<file path="config.mk">
export PLATFORM = sky130hd
export DESIGN_NAME = fast_overrange_detect
export DESIGN_NICKNAME = d
export VERILOG_FILES = /design/src/fast_detect_pkg.sv /design/src/delay_line.sv /design/src/fast_detect_channel.sv /design/src/fast_overrange_detect.sv
export VERILOG_INCLUDE_DIRS = /design/src /design/src/src
export SDC_FILE = /design/constraint.sdc
export NUM_CORES = 1
export LEC_CHECK = 0
export ABC_AREA = 1
export BUFFER_PORTS_ARGS = -buffer_cell sky130_fd_sc_hd__buf_2
export CORE_MARGIN = 4
export CORE_UTILIZATION = 40
export CTS_CLUSTER_DIAMETER = 80
export DETAILED_ROUTE_END_ITERATION = 12
export HOLD_SLACK_MARGIN = 0.03
export PLACE_DENSITY_LB_ADDON = 0.25
export SYNTH_ARGS = -nofsm -noshare
export SYNTH_HDL_FRONTEND = slang
export SYNTH_SLANG_ARGS = --single-unit
</file>
<file path="constraint.sdc">
create_clock -name core_clk -period 7.36 [get_ports core_clk]
set_input_delay 1.104 -clock core_clk [delete_from_list [all_inputs] [get_ports core_clk]]
set_output_delay 1.104 -clock core_clk [all_outputs]
set_load 0.03 [all_outputs]
</file>
<file path="src/fast_detect_defs.svh">
`ifndef FAST_DETECT_DEFS_SVH
`define FAST_DETECT_DEFS_SVH

// register addresses on the internal control-port bus
`define ADDR_W 13
`define ADDR_OUTPUT_MODE 13'h014
`define ADDR_FD_CONTROL 13'h104
`define ADDR_UPPER_LOW 13'h106
`define ADDR_UPPER_HIGH 13'h107
`define ADDR_LOWER_LOW 13'h108
`define ADDR_LOWER_HIGH 13'h109

// field positions
`define FD_MODE_LSB 1
`define FD_MODE_MSB 3
`define OUTPUT_DISABLE_BIT 4
`define THRESH_HIGH_BITS 5

// reset values
`define FD_MODE_RESET 3'h0
`define UPPER_RESET 13'h1FFF
`define LOWER_RESET 13'h0000
`define OUTPUT_DISABLE_RESET 1'h0

// latency in sample clock cycles, counted from the input to the output pins
`define FAST_LATENCY 2
`define SUBSET_LATENCY 6

// magnitude and coarse level limits
`define MAG_MAX 13'h1FFF
`define COARSE_SUBSET_MAX 4'h7

`endif

</file>
<file path="src/fast_detect_pkg.sv">
package fast_detect_pkg;

	typedef enum logic [2:0] {
		MODE_MAG4,
		MODE_MAG3_OVR,
		MODE_MAG2_OVR_LOWER,
		MODE_MAG2_LOWER,
		MODE_OVR_UPPER_LOWER,
		MODE_OVR_UPPER,
		MODE_SPARE6,
		MODE_SPARE7
	} fd_mode_t;

	// one channel's view of the converter data path
	typedef struct packed {
		logic [3:0] coarseLevel;
		logic [13:0] sample;
		logic pipeOverflow;
	} sample_in_t;

	typedef struct packed {
		logic [12:0] upper;
		logic [12:0] lower;
	} thresholds_t;

	typedef struct packed {
		logic [3:0] mag4;
		logic [2:0] mag3;
		logic overrangeFlag;
		logic fineUpperFlag;
		logic fineLowerFlag;
	} chan_flags_t;

endpackage : fast_detect_pkg

</file>
<file path="src/delay_line.sv">
module delay_line #(
	parameter int WIDTH = 4,
	parameter int DEPTH = 1
) (
	input wire logic core_clk,
	input wire logic rst,
	input wire logic [WIDTH-1:0] din,
	output logic [WIDTH-1:0] dout
);

	logic [WIDTH-1:0] stage [DEPTH];
	logic [WIDTH-1:0] next_stage [DEPTH];

	always_comb
	begin
		next_stage[0] = din;
		for (int i = 1; i < DEPTH; i++)
		begin
			next_stage[i] = stage[i-1];
		end
	end

	always_ff @(posedge core_clk)
	begin
		for (int i = 0; i < DEPTH; i++)
		begin
			if (rst)
				stage[i] <= '0;
			else
				stage[i] <= next_stage[i];
		end
	end

	assign dout = stage[DEPTH-1];

endmodule : delay_line

</file>
<file path="src/fast_detect_channel.sv">
`include "fast_detect_defs.svh"

module fast_detect_channel (
	input wire logic core_clk,
	input wire logic rst,
	input wire fast_detect_pkg::sample_in_t sampleIn,
	input wire fast_detect_pkg::thresholds_t thresholds,
	output fast_detect_pkg::chan_flags_t flags
);

	logic [3:0] coarseEarly;
	logic [3:0] coarseLate;
	logic [13:0] absValue;
	logic [12:0] magnitude;

	// the output flop in the top adds the last cycle of each latency
	delay_line #(.WIDTH(4), .DEPTH(`FAST_LATENCY - 1)) earlyDelay (
		.core_clk(core_clk),
		.rst(rst),
		.din(sampleIn.coarseLevel),
		.dout(coarseEarly)
	);

	delay_line #(.WIDTH(4), .DEPTH(`SUBSET_LATENCY - 1)) lateDelay (
		.core_clk(core_clk),
		.rst(rst),
		.din(sampleIn.coarseLevel),
		.dout(coarseLate)
	);

	always_comb
	begin
		// sign is dropped so both excursions compare alike
		absValue = sampleIn.sample[13] ? 14'((~sampleIn.sample) + 14'h0001) : sampleIn.sample;
		// full scale gives 8192, which does not fit 13 bits
		magnitude = absValue[13] ? `MAG_MAX : absValue[12:0];
		flags.mag4 = coarseEarly;
		// code 1000 folds into 111 so the top code spans up to full scale
		flags.mag3 = (coarseLate > `COARSE_SUBSET_MAX) ? 3'h7 : coarseLate[2:0];
		// overflow judged on the full pipelined word
		flags.overrangeFlag = sampleIn.pipeOverflow;
		// stays low while the magnitude is at or under the threshold
		flags.fineUpperFlag = magnitude > thresholds.upper;
		flags.fineLowerFlag = magnitude < thresholds.lower;
	end

endmodule : fast_detect_channel

</file>
<file path="src/fast_overrange_detect.sv">
`include "fast_detect_defs.svh"

module fast_overrange_detect (
	input wire logic core_clk,
	input wire logic rst,
	input wire logic [1:0] regChanSel,
	input wire logic regWrite,
	input wire logic [`ADDR_W-1:0] regAddr,
	input wire logic [7:0] regWdata,
	output logic [7:0] regRdata,
	input wire fast_detect_pkg::sample_in_t chanAIn,
	input wire fast_detect_pkg::sample_in_t chanBIn,
	output logic [3:0] fastLevelBitsA,
	output logic [3:0] fastLevelBitsB,
	output logic fastLevelOeA,
	output logic fastLevelOeB,
	output logic dataOeA,
	output logic dataOeB
);

	localparam int NCHAN = 2;

	// per-channel configuration, one copy per channel
	fast_detect_pkg::fd_mode_t fdMode [NCHAN];
	fast_detect_pkg::fd_mode_t next_fdMode [NCHAN];
	fast_detect_pkg::thresholds_t thresh [NCHAN];
	fast_detect_pkg::thresholds_t next_thresh [NCHAN];
	logic outputDisable [NCHAN];
	logic next_outputDisable [NCHAN];
	logic [7:0] next_regRdata;

	fast_detect_pkg::sample_in_t chanIn [NCHAN];
	fast_detect_pkg::chan_flags_t flags [NCHAN];
	logic [3:0] fastBits [NCHAN];
	logic [3:0] next_fastBits [NCHAN];
	logic fastOe [NCHAN];
	logic next_fastOe [NCHAN];

	// read side looks at channel A unless only B is selected
	logic readChan;

	assign chanIn[0] = chanAIn;
	assign chanIn[1] = chanBIn;

	// arranges the four pins for one channel from its flags
	function automatic logic [3:0] arrangeBits(
		input fast_detect_pkg::fd_mode_t mode,
		input fast_detect_pkg::chan_flags_t f
	);
		logic [3:0] bits;
		bits = 4'h0;
		case (mode)
			fast_detect_pkg::MODE_MAG4:
			begin
				// early coarse level, codes 0000..1000 pass through unchanged
				bits = f.mag4;
			end
			fast_detect_pkg::MODE_MAG3_OVR:
			begin
				bits = {f.mag3, f.overrangeFlag};
			end
			fast_detect_pkg::MODE_MAG2_OVR_LOWER:
			begin
				// the subset drops the least significant coarse bit
				bits = {f.mag3[2:1], f.overrangeFlag, f.fineLowerFlag};
			end
			fast_detect_pkg::MODE_MAG2_LOWER:
			begin
				bits = {f.mag3[2:1], 1'b0, f.fineLowerFlag};
			end
			fast_detect_pkg::MODE_OVR_UPPER_LOWER:
			begin
				bits = {f.overrangeFlag, 1'b0, f.fineUpperFlag, f.fineLowerFlag};
			end
			fast_detect_pkg::MODE_OVR_UPPER:
			begin
				bits = {f.overrangeFlag, f.fineUpperFlag, 2'h0};
			end
			default:
			begin
				// spare codes keep the pins quiet rather than guess a layout
				bits = 4'h0;
			end
		endcase
		return bits;
	endfunction : arrangeBits

	// timing of one channel, counted in sample clock edges:
	// - the coarse level passes a short delay line for the full-level mode
	//   and a longer one for the subset modes
	// - sample magnitude and the fine compares are combinational
	// - the pin stage adds the final edge to every path
	// the overrange flag is taken as delivered by the converter pipeline;
	// it is not recomputed here from the sample word, which keeps the
	// traditional overflow definition in one place
	// limitation: the fine flags follow the sample with one edge of delay
	// only; any extra latency belongs to the pipeline upstream
	generate
		for (genvar ch = 0; ch < NCHAN; ch++)
		begin : chanGen
			// each channel has its own detect path
			fast_detect_channel detect (
				.core_clk(core_clk),
				.rst(rst),
				.sampleIn(chanIn[ch]),
				.thresholds(thresh[ch]),
				.flags(flags[ch])
			);
		end
	endgenerate

	// register writes; a write lands in every channel whose select bit is set
	always_comb
	begin
		for (int ch = 0; ch < NCHAN; ch++)
		begin
			next_fdMode[ch] = fdMode[ch];
			next_thresh[ch] = thresh[ch];
			next_outputDisable[ch] = outputDisable[ch];
			if (regWrite && regChanSel[ch])
			begin
				case (regAddr)
					`ADDR_FD_CONTROL:
					begin
						next_fdMode[ch] = fast_detect_pkg::fd_mode_t'(
							regWdata[`FD_MODE_MSB:`FD_MODE_LSB]);
					end
					`ADDR_UPPER_LOW:
					begin
						next_thresh[ch].upper[7:0] = regWdata;
					end
					`ADDR_UPPER_HIGH:
					begin
						next_thresh[ch].upper[12:8] = regWdata[`THRESH_HIGH_BITS-1:0];
					end
					`ADDR_LOWER_LOW:
					begin
						next_thresh[ch].lower[7:0] = regWdata;
					end
					`ADDR_LOWER_HIGH:
					begin
						next_thresh[ch].lower[12:8] = regWdata[`THRESH_HIGH_BITS-1:0];
					end
					`ADDR_OUTPUT_MODE:
					begin
						next_outputDisable[ch] = regWdata[`OUTPUT_DISABLE_BIT];
					end
					default:
					begin
						next_outputDisable[ch] = outputDisable[ch];
					end
				endcase
			end
		end
	end

	always_ff @(posedge core_clk)
	begin
		for (int ch = 0; ch < NCHAN; ch++)
		begin
			if (rst)
			begin
				fdMode[ch] <= fast_detect_pkg::fd_mode_t'(`FD_MODE_RESET);
				thresh[ch].upper <= `UPPER_RESET;
				thresh[ch].lower <= `LOWER_RESET;
				outputDisable[ch] <= `OUTPUT_DISABLE_RESET;
			end
			else
			begin
				fdMode[ch] <= next_fdMode[ch];
				thresh[ch] <= next_thresh[ch];
				outputDisable[ch] <= next_outputDisable[ch];
			end
		end
	end

	// only one channel is read back at a time; selecting both reads channel A,
	// so a broadcast write can be read back without changing the select
	// readback, one cycle behind the address; unmapped addresses read zero
	always_comb
	begin
		readChan = (regChanSel == 2'h2);
		next_regRdata = 8'h00;
		case (regAddr)
			`ADDR_FD_CONTROL:
			begin
				next_regRdata[`FD_MODE_MSB:`FD_MODE_LSB] = fdMode[readChan];
			end
			`ADDR_UPPER_LOW:
			begin
				next_regRdata = thresh[readChan].upper[7:0];
			end
			`ADDR_UPPER_HIGH:
			begin
				next_regRdata[`THRESH_HIGH_BITS-1:0] = thresh[readChan].upper[12:8];
			end
			`ADDR_LOWER_LOW:
			begin
				next_regRdata = thresh[readChan].lower[7:0];
			end
			`ADDR_LOWER_HIGH:
			begin
				next_regRdata[`THRESH_HIGH_BITS-1:0] = thresh[readChan].lower[12:8];
			end
			`ADDR_OUTPUT_MODE:
			begin
				next_regRdata[`OUTPUT_DISABLE_BIT] = outputDisable[readChan];
			end
			default:
			begin
				next_regRdata = 8'h00;
			end
		endcase
	end

	always_ff @(posedge core_clk)
	begin
		if (rst)
			regRdata <= 8'h00;
		else
			regRdata <= next_regRdata;
	end

	// pin stage; this flop is the last cycle of every latency figure
	always_comb
	begin
		for (int ch = 0; ch < NCHAN; ch++)
		begin
			next_fastBits[ch] = arrangeBits(fdMode[ch], flags[ch]);
			// a disabled channel floats both its data and its level pins
			next_fastOe[ch] = !outputDisable[ch];
		end
	end

	always_ff @(posedge core_clk)
	begin
		for (int ch = 0; ch < NCHAN; ch++)
		begin
			if (rst)
			begin
				fastBits[ch] <= 4'h0;
				fastOe[ch] <= 1'b0;
			end
			else
			begin
				fastBits[ch] <= next_fastBits[ch];
				fastOe[ch] <= next_fastOe[ch];
			end
		end
	end

	// level pins come straight from the pin-stage flops above
	assign fastLevelBitsA = fastBits[0];
	assign fastLevelBitsB = fastBits[1];
	assign fastLevelOeA = fastOe[0];
	assign fastLevelOeB = fastOe[1];

	// data enables mirror the level enables but stay separate flops, so the
	// data block can be given its own enable later without touching the pins
	always_ff @(posedge core_clk)
	begin
		if (rst)
		begin
			dataOeA <= 1'b0;
			dataOeB <= 1'b0;
		end
		else
		begin
			dataOeA <= next_fastOe[0];
			dataOeB <= next_fastOe[1];
		end
	end

endmodule : fast_overrange_detect

</file>
==> reports/qor.csv, run 1 <==
stage,metric,value,unit
run_status,status,"complete, no violations",
placement,placed cell areas,7160,µm²
placement,post-DP HPWL,13000,µm
sta,Least-Margin Pin Slew,0.569,ns
cts,CTS HTree Levels,4,
sta,Fin. Hold Viols,0,
cts,TritonCTS buffer count,17,
die,full die area,18600,µm²
global_route,GRT Total Usage,0.187,
power_and_ir_drop,Internal Pwr Total,1.20,mW
worst_setup_path,Critical Path Fanout Max,4,
routing,Final ANT Viol Nets,0,
synth,"FFs w/ async S/R, synth",0,
power_and_ir_drop,clock share of power,0.493,
routing,WL/cell,13.6,µm
worst_setup_path,crit-path cells,buf_2 > inv_1 > ha_1 > nand2_1 > nor2_1 > nand3_1 > o31ai_1 > or2_2 > nand3_1 > ha_1 > nand2_1 > nor2_1 > nand2_1 > nor2_1 > o21ai_0 > nand2_1 > nand4_1 > a21oi_1,
sta,post-route setup TNS,0,ns
placement,dpl cells,1206,
cells_and_area,"most common cell after layout, fill and taps aside",nand2_1,
min_path,Hold EP,chanGen[0].detect.lateDelay.stage[2][1],
die,I/O pins,84,
routing,DRC,0,
cells_and_area,Final Cell Area,7730,µm²
worst_setup_path,Worst Path Required,7.70,ns
global_route,GR peak layer,met2,
power_and_ir_drop,Pwr Total,1.60,mW
power_and_ir_drop,Sw Share,0.249,
placement,dpl ws,3.82,ns
routing,first drt pass iteration count,4,
worst_setup_path,"most used cell, CP",nand2_1,
cells_and_area,area grow syn2layout,17.0,%
power_and_ir_drop,Reg power frac,0.407,
worst_setup_path,critical path class,primary input to register,
sta,Slew Limit Fails,0,
synth,Syn Inst Count,934,
synth,Synth Warn #,0,
sta,final setup margin,4.24,ns
cts,clock sink count,118,
cells_and_area,Final Instance Count excl. Fillers,1238,
power_and_ir_drop,power share of the combinational group,0.101,
power_and_ir_drop,Max VDD drop,0.000157,V
synth,syn avg cell area,7.07,µm²
sta,crit share post-route,0.424,
worst_setup_path,worst r2r src,thresh[1][20],
synth,post-synthesis sequential area ratio,0.358,
cts,clk_lat worst skew,0.42,ns
global_route,first-pass GRT wire length,27400,µm
min_path,critical hold path startpoint,chanGen[0].detect.lateDelay.stage[1][1],
placement,PortBufs,83,
global_route,met2 Track Usage GR,0.301,
worst_setup_path,Worst path top cell family by delay,simple AND/OR/NAND/NOR gates,
routing,final WL,16900,µm
worst_setup_path,startpoint type of the worst setup path,primary input,
worst_setup_path,Reg2Reg Capture Point,fastBits[1][2],
synth,Cell variety after synth,45,
sta,post-route minimum period,3.12,ns
worst_setup_path,Crit path buffers/inverters,2,
power_and_ir_drop,Sw Pwr,0.398,mW
cells_and_area,layout cell share with drive strength beyond 1,0.149,
power_and_ir_drop,Leak,3.59,nW
worst_setup_path,R2R cell count,7,
routing,via count,6070,
global_route,initial antenna violation count,0,
global_route,M3 GR Usage,0.0393,
die,Die Height,137,µm
sta,RSZ-0062 raised after global routing,no,
cts,Worst-path clk slew,0.05,ns
synth,Synth Register Bits,118,
routing,initial drt markers,359,
die,core footprint,16100,µm²
placement,Routability Congestion,0.878,
die,die width,137,µm
worst_setup_path,reg2reg setup slack,5.75,ns
power_and_ir_drop,Power per Cell Area,207,nW/µm²
worst_setup_path,Crit. End Element,register,
sta,Fmax,321,MHz
synth,Mapped Nets,1050,
sta,Setup Skew,0.0109,ns
flow_run,Max Cap Violations,0,
cts,post-CTS sizing,0,
die,Rows,46,
cts,hold-fix buffers at CTS,0,
global_route,grt ovf,0,
worst_setup_path,Worst path max stage delay,0.33,ns
sta,final setup fails,0,
cts,TritonCTS clock tree,done,
cells_and_area,most frequent cells in the layout,"153 x nand2_1, 139 x inv_1, 118 x dfxtp_1",
min_path,hold crit path type,register to register,
global_route,met1 Usage GRT,0.247,
cells_and_area,Ant. Diodes,0,
routing,post-DR vias/cell,4.90,
cells_and_area,Final #Nets,1125,
worst_setup_path,WP data arrival,3.46,ns
cts,clk buf depth,2,
cells_and_area,Final Util,0.481,
synth,number of flops mapped to enable cells by yosys,0,
sta,Min Hold Slack,0.398,ns
die,Starting Density,0.411,
cts,postcts setup bufs,0,
synth,Synth Cell Area,6610,µm²
sta,Max-slew headroom,0.619,
global_route,largest net degree at the start of global routing,55,
min_path,hold-critical path depth,2,
worst_setup_path,slowest CP cell,ha_1,
cts,CTS root buf,clkbuf_16,
synth,ys flop type,dfxtp_1,
global_route,vias in the first global route,5640,
-- area by class of cell --
class | instances | area, µm²
flip-flops and latches | 118 | 2360
multi-input cells | 637 | 3530
clock inverters | 12 | 130
clock buffers | 20 | 437
repair buffers | 86 | 438
inverters | 149 | 563
well taps | 216 | 270
fillers | 1610 | 8330
-- synthesized netlist by cell type, drive strengths merged, types with 2 or more instances --
master | count | share of area
o31ai | 2 | 0.0023
buf | 10 | 0.012
ha | 52 | 0.098
xor2 | 3 | 0.0040
o2111ai | 2 | 0.0027
nor4 | 2 | 0.0019
inv | 145 | 0.083
or2 | 8 | 0.0076
dfxtp | 118 | 0.36
nand4 | 11 | 0.011
nor3 | 12 | 0.0098
nand2 | 159 | 0.094
a211oi | 2 | 0.0023
a21oi | 80 | 0.061
a21o | 2 | 0.0023
o211ai | 29 | 0.033
nand3 | 53 | 0.045
o21ai | 86 | 0.065
nor3b | 2 | 0.0023
xnor2 | 3 | 0.0040
o22ai | 3 | 0.0028
clkinv | 4 | 0.0025
a21boi | 2 | 0.0023
nor2 | 119 | 0.076
clkbuf | 20 | 0.011
-- power by group through the flow --
stage	registers, mW	clock network (mW)	logic [mW]
finish	0.651	0.789	0.161
global route	0.651	0.835	0.185
CTS	0.651	0.804	0.162
detailed placement	0.664	0	0.161
global placement	0.664	0	0.160
floorplan	0.669	0	0.103
-- logic make-up after synthesis --
logic type,after synthesis,share of synthesized area
and+or+nand+nor,367,0.249
AOI/OAI and AO/OA,212,0.179
buffers and inverters,179,0.109
DFF,118,0.358
adders and majority gates,52,0.0985
xor gates and xnor gates,6,0.00796
-- worst max-delay path by stage --
stage                    start             end  cells past startpoint
floorplan           chanBIn[1]  fastBits[1][2]                     17
global placement    chanBIn[1]  fastBits[1][2]                     18
detailed placement  chanBIn[1]  fastBits[1][2]                     18
CTS                 chanBIn[1]  fastBits[1][2]                     18
global route        chanBIn[1]  fastBits[1][2]                     18
finish              chanBIn[1]  fastBits[1][2]                     18
-- registers in the layout, summed over array words and instances (netlist names) --
| signal | cells |
|---|---|
| thresh | 52 |
| chanGen.detect.lateDelay.stage | 36 |
| fastBits | 8 |
| regRdata | 8 |
| fdMode | 6 |
| chanGen.detect.earlyDelay.stage | 4 |
| outputDisable | 2 |
| dataOeA | 1 |
| dataOeB | 1 |
-- worst register-to-register path, cell delays in order (launching register included) --
cell and delay (ns):
dfxtp_1 0.33, inv_1 0.08, ha_1 0.32, nand3_1 0.14
nor3b_1 0.23, nand4_1 0.18, nand4_1 0.13, a21oi_1 0.07
-- metal layers --
metal / routed length (µm) / part of all wire / vias up
li1: - / - / 3217
met1: 7940 / 0.47 / 2697
met2: 7740 / 0.46 / 132
met3: 922 / 0.055 / 24
met4: 295 / 0.017 / 0
met5: 0 / 0 / -
(Power assumes the default switching activity.)
==> run 2: changes to the inputs <==
- clock period: 7.36 -> 3.2 ns (I/O delays scaled with it)
==> reports/qor.csv, run 2 (same netlist as run 1, synthesis figures left out) <==
stage,metric,value,unit
worst_setup_path,R2R cell count,7,
min_path,Hold EP,chanGen[1].detect.earlyDelay.stage[0][3],
die,Starting Density,0.411,
cts,TritonCTS buffer count,17,
worst_setup_path,Worst Path Required,3.48,ns
cells_and_area,Biggest register,thresh,
cts,post-CTS sizing,0,
min_path,hold crit path type,primary input to register,
routing,final WL,17100,µm
global_route,GR peak layer,met2,
power_and_ir_drop,Power per Cell Area,491,nW/µm²
global_route,GRT Total Usage,0.190,
routing,post-DR vias/cell,4.92,
sta,Fin. Hold Viols,0,
cells_and_area,Largest regs,"thresh (52), chanGen.detect.lateDelay.stage (36)",
sta,post-route minimum period,2.39,ns
cells_and_area,Largest register FFs,52,
power_and_ir_drop,Max VDD drop,0.000376,V
placement,PortBufs,83,
worst_setup_path,startpoint type of the worst setup path,primary input,
cts,clock sink count,118,
global_route,initial antenna violation count,0,
global_route,met1 Usage GRT,0.251,
sta,Max-slew headroom,0.297,
cts,TritonCTS clock tree,done,
global_route,first-pass GRT wire length,27800,µm
sta,Setup Skew,0.00570,ns
worst_setup_path,Reg2Reg Capture Point,fastBits[0][2],
routing,first drt pass iteration count,7,
routing,initial drt markers,406,
cells_and_area,Ant. Diodes,0,
worst_setup_path,reg2reg setup slack,1.61,ns
cells_and_area,area grow syn2layout,17.9,%
sta,Min Hold Slack,0.254,ns
cts,CTS root buf,clkbuf_16,
cts,hold-fix buffers at CTS,0,
run_status,status,"complete, no violations",
global_route,met2 Track Usage GR,0.309,
global_route,grt ovf,0,
cts,clk_lat worst skew,0.42,ns
cells_and_area,Final #Nets,1127,
cells_and_area,Fillers,1641,
worst_setup_path,WP data arrival,2.67,ns
placement,Routability Congestion,0.881,
die,Rows,46,
sta,Fmax,418,MHz
die,full die area,18600,µm²
sta,crit share post-route,0.748,
worst_setup_path,Crit. End Element,register,
cts,clk buf depth,2,
cells_and_area,most frequent cells in the layout,"153 x nand2_1, 139 x inv_1, 118 x dfxtp_1",
cts,CTS HTree Levels,4,
worst_setup_path,worst r2r src,thresh[0][19],
sta,post-route setup TNS,0,ns
routing,DRC,0,
worst_setup_path,Critical Path Fanout Max,4,
die,core footprint,16100,µm²
global_route,vias in the first global route,5702,
sta,RSZ-0062 raised after global routing,no,
min_path,critical hold path startpoint,chanBIn[18],
routing,via count,6106,
routing,WL/cell,13.8,µm
placement,post-DP HPWL,13100,µm
min_path,hold-critical path depth,3,
cells_and_area,layout cell share with drive strength beyond 1,0.152,
die,Die Height,137,µm
cts,postcts setup bufs,0,
flow_run,Max Cap Violations,0,
sta,Slew Limit Fails,0,
routing,Final ANT Viol Nets,0,
sta,Least-Margin Pin Slew,1.05,ns
die,die width,137,µm
cts,Worst-path clk slew,0.06,ns
sta,final setup fails,0,
worst_setup_path,critical path class,primary input to register,
power_and_ir_drop,Leak,3.62,nW
global_route,M3 GR Usage,0.0371,
global_route,largest net degree at the start of global routing,54,
die,I/O pins,84,
cells_and_area,"most common cell after layout, fill and taps aside",nand2_1,
[run 2: cell count changes in the layout (fill, tap and decap cells not counted), sizes merged]
| cell | delta |
|---|---|
| buf | +2 |
| bufinv | +1 |
| clkbuf | -1 |
| clkinv | -2 |
| inv | +2 |
[run 2: worst max-delay path by stage]
| stage | from | endpoint | slack, ns | depth (start not counted) |
|---|---|---|---|---|
| after floorplan | chanBIn[1] | fastBits[1][2] | 0.75 | 17 |
| after global placement | chanAIn[4] | fastBits[0][1] | 0.44 | 16 |
| after detailed placement | chanBIn[1] | fastBits[1][2] | 0.36 | 18 |
| after CTS | chanBIn[1] | fastBits[1][1] | 0.79 | 18 |
| after global routing | chanBIn[1] | fastBits[1][1] | 0.42 | 18 |
| final | chanAIn[1] | fastBits[0][2] | 0.81 | 17 |
[run 2: layout make-up]
cell class	instances	area [µm²]	share of cell area
multi-input cells	637	3530	0.453
flip-flops and latches	118	2360	0.303
clock inverters	13	171	0.0220
clock buffers	19	443	0.0569
well taps	216	270	0.0347
inverters	149	563	0.0723
repair buffers	88	453	0.0581
[run 2: per-layer routing]
| metal | vias up | routed length (µm) |
|---|---|---|
| li1 | 3222 | - |
| met5 | - | 0 |
| met4 | 0 | 355 |
| met3 | 28 | 727 |
| met1 | 2716 | 8200 |
| met2 | 140 | 7820 |
[run 2: per-stage QoR]
| stage | power [mW] | util | cells | instance area, µm² | worst slack [ns] |
|---|---|---|---|---|---|
| 3_3_place_gp | 1.90 | 0.447 | 1208 | 7180 | 0.442 |
| 6_report | 3.83 | 0.485 | 1240 | 7790 | 0.805 |
| 5_1_grt | 3.98 | 0.485 | 1240 | 7790 | 0.422 |
| 2_1_floorplan | 1.78 | - | 934 | 6610 | 0.750 |
| 3_5_place_dp | 1.90 | 0.447 | 1208 | 7180 | 0.365 |
| 4_1_cts | 3.85 | 0.485 | 1240 | 7790 | 0.788 |
[run 2: power by group]
group          total [mW]  switching (mW)  internal [mW]  leakage (nW)
sequential           1.50         0.00562           1.49         0.958
clock                1.96           0.705           1.25         0.283
combinational       0.372           0.238          0.134          2.38
total                3.83           0.949           2.88          3.62
[run 2: worst max-delay path, cell delays in order]
cell and delay (ns):
buf_2 0.12, inv_1 0.08, ha_1 0.19, nand3_1 0.12, nor3_1 0.27, a21oi_1 0.12, or2_2 0.29, nand3_1 0.11
ha_1 0.26, nand2_1 0.09, inv_1 0.04, nand3_1 0.08, inv_1 0.06, a21oi_1 0.13, nand2_1 0.09, nand3_1 0.07
a21oi_1 0.06
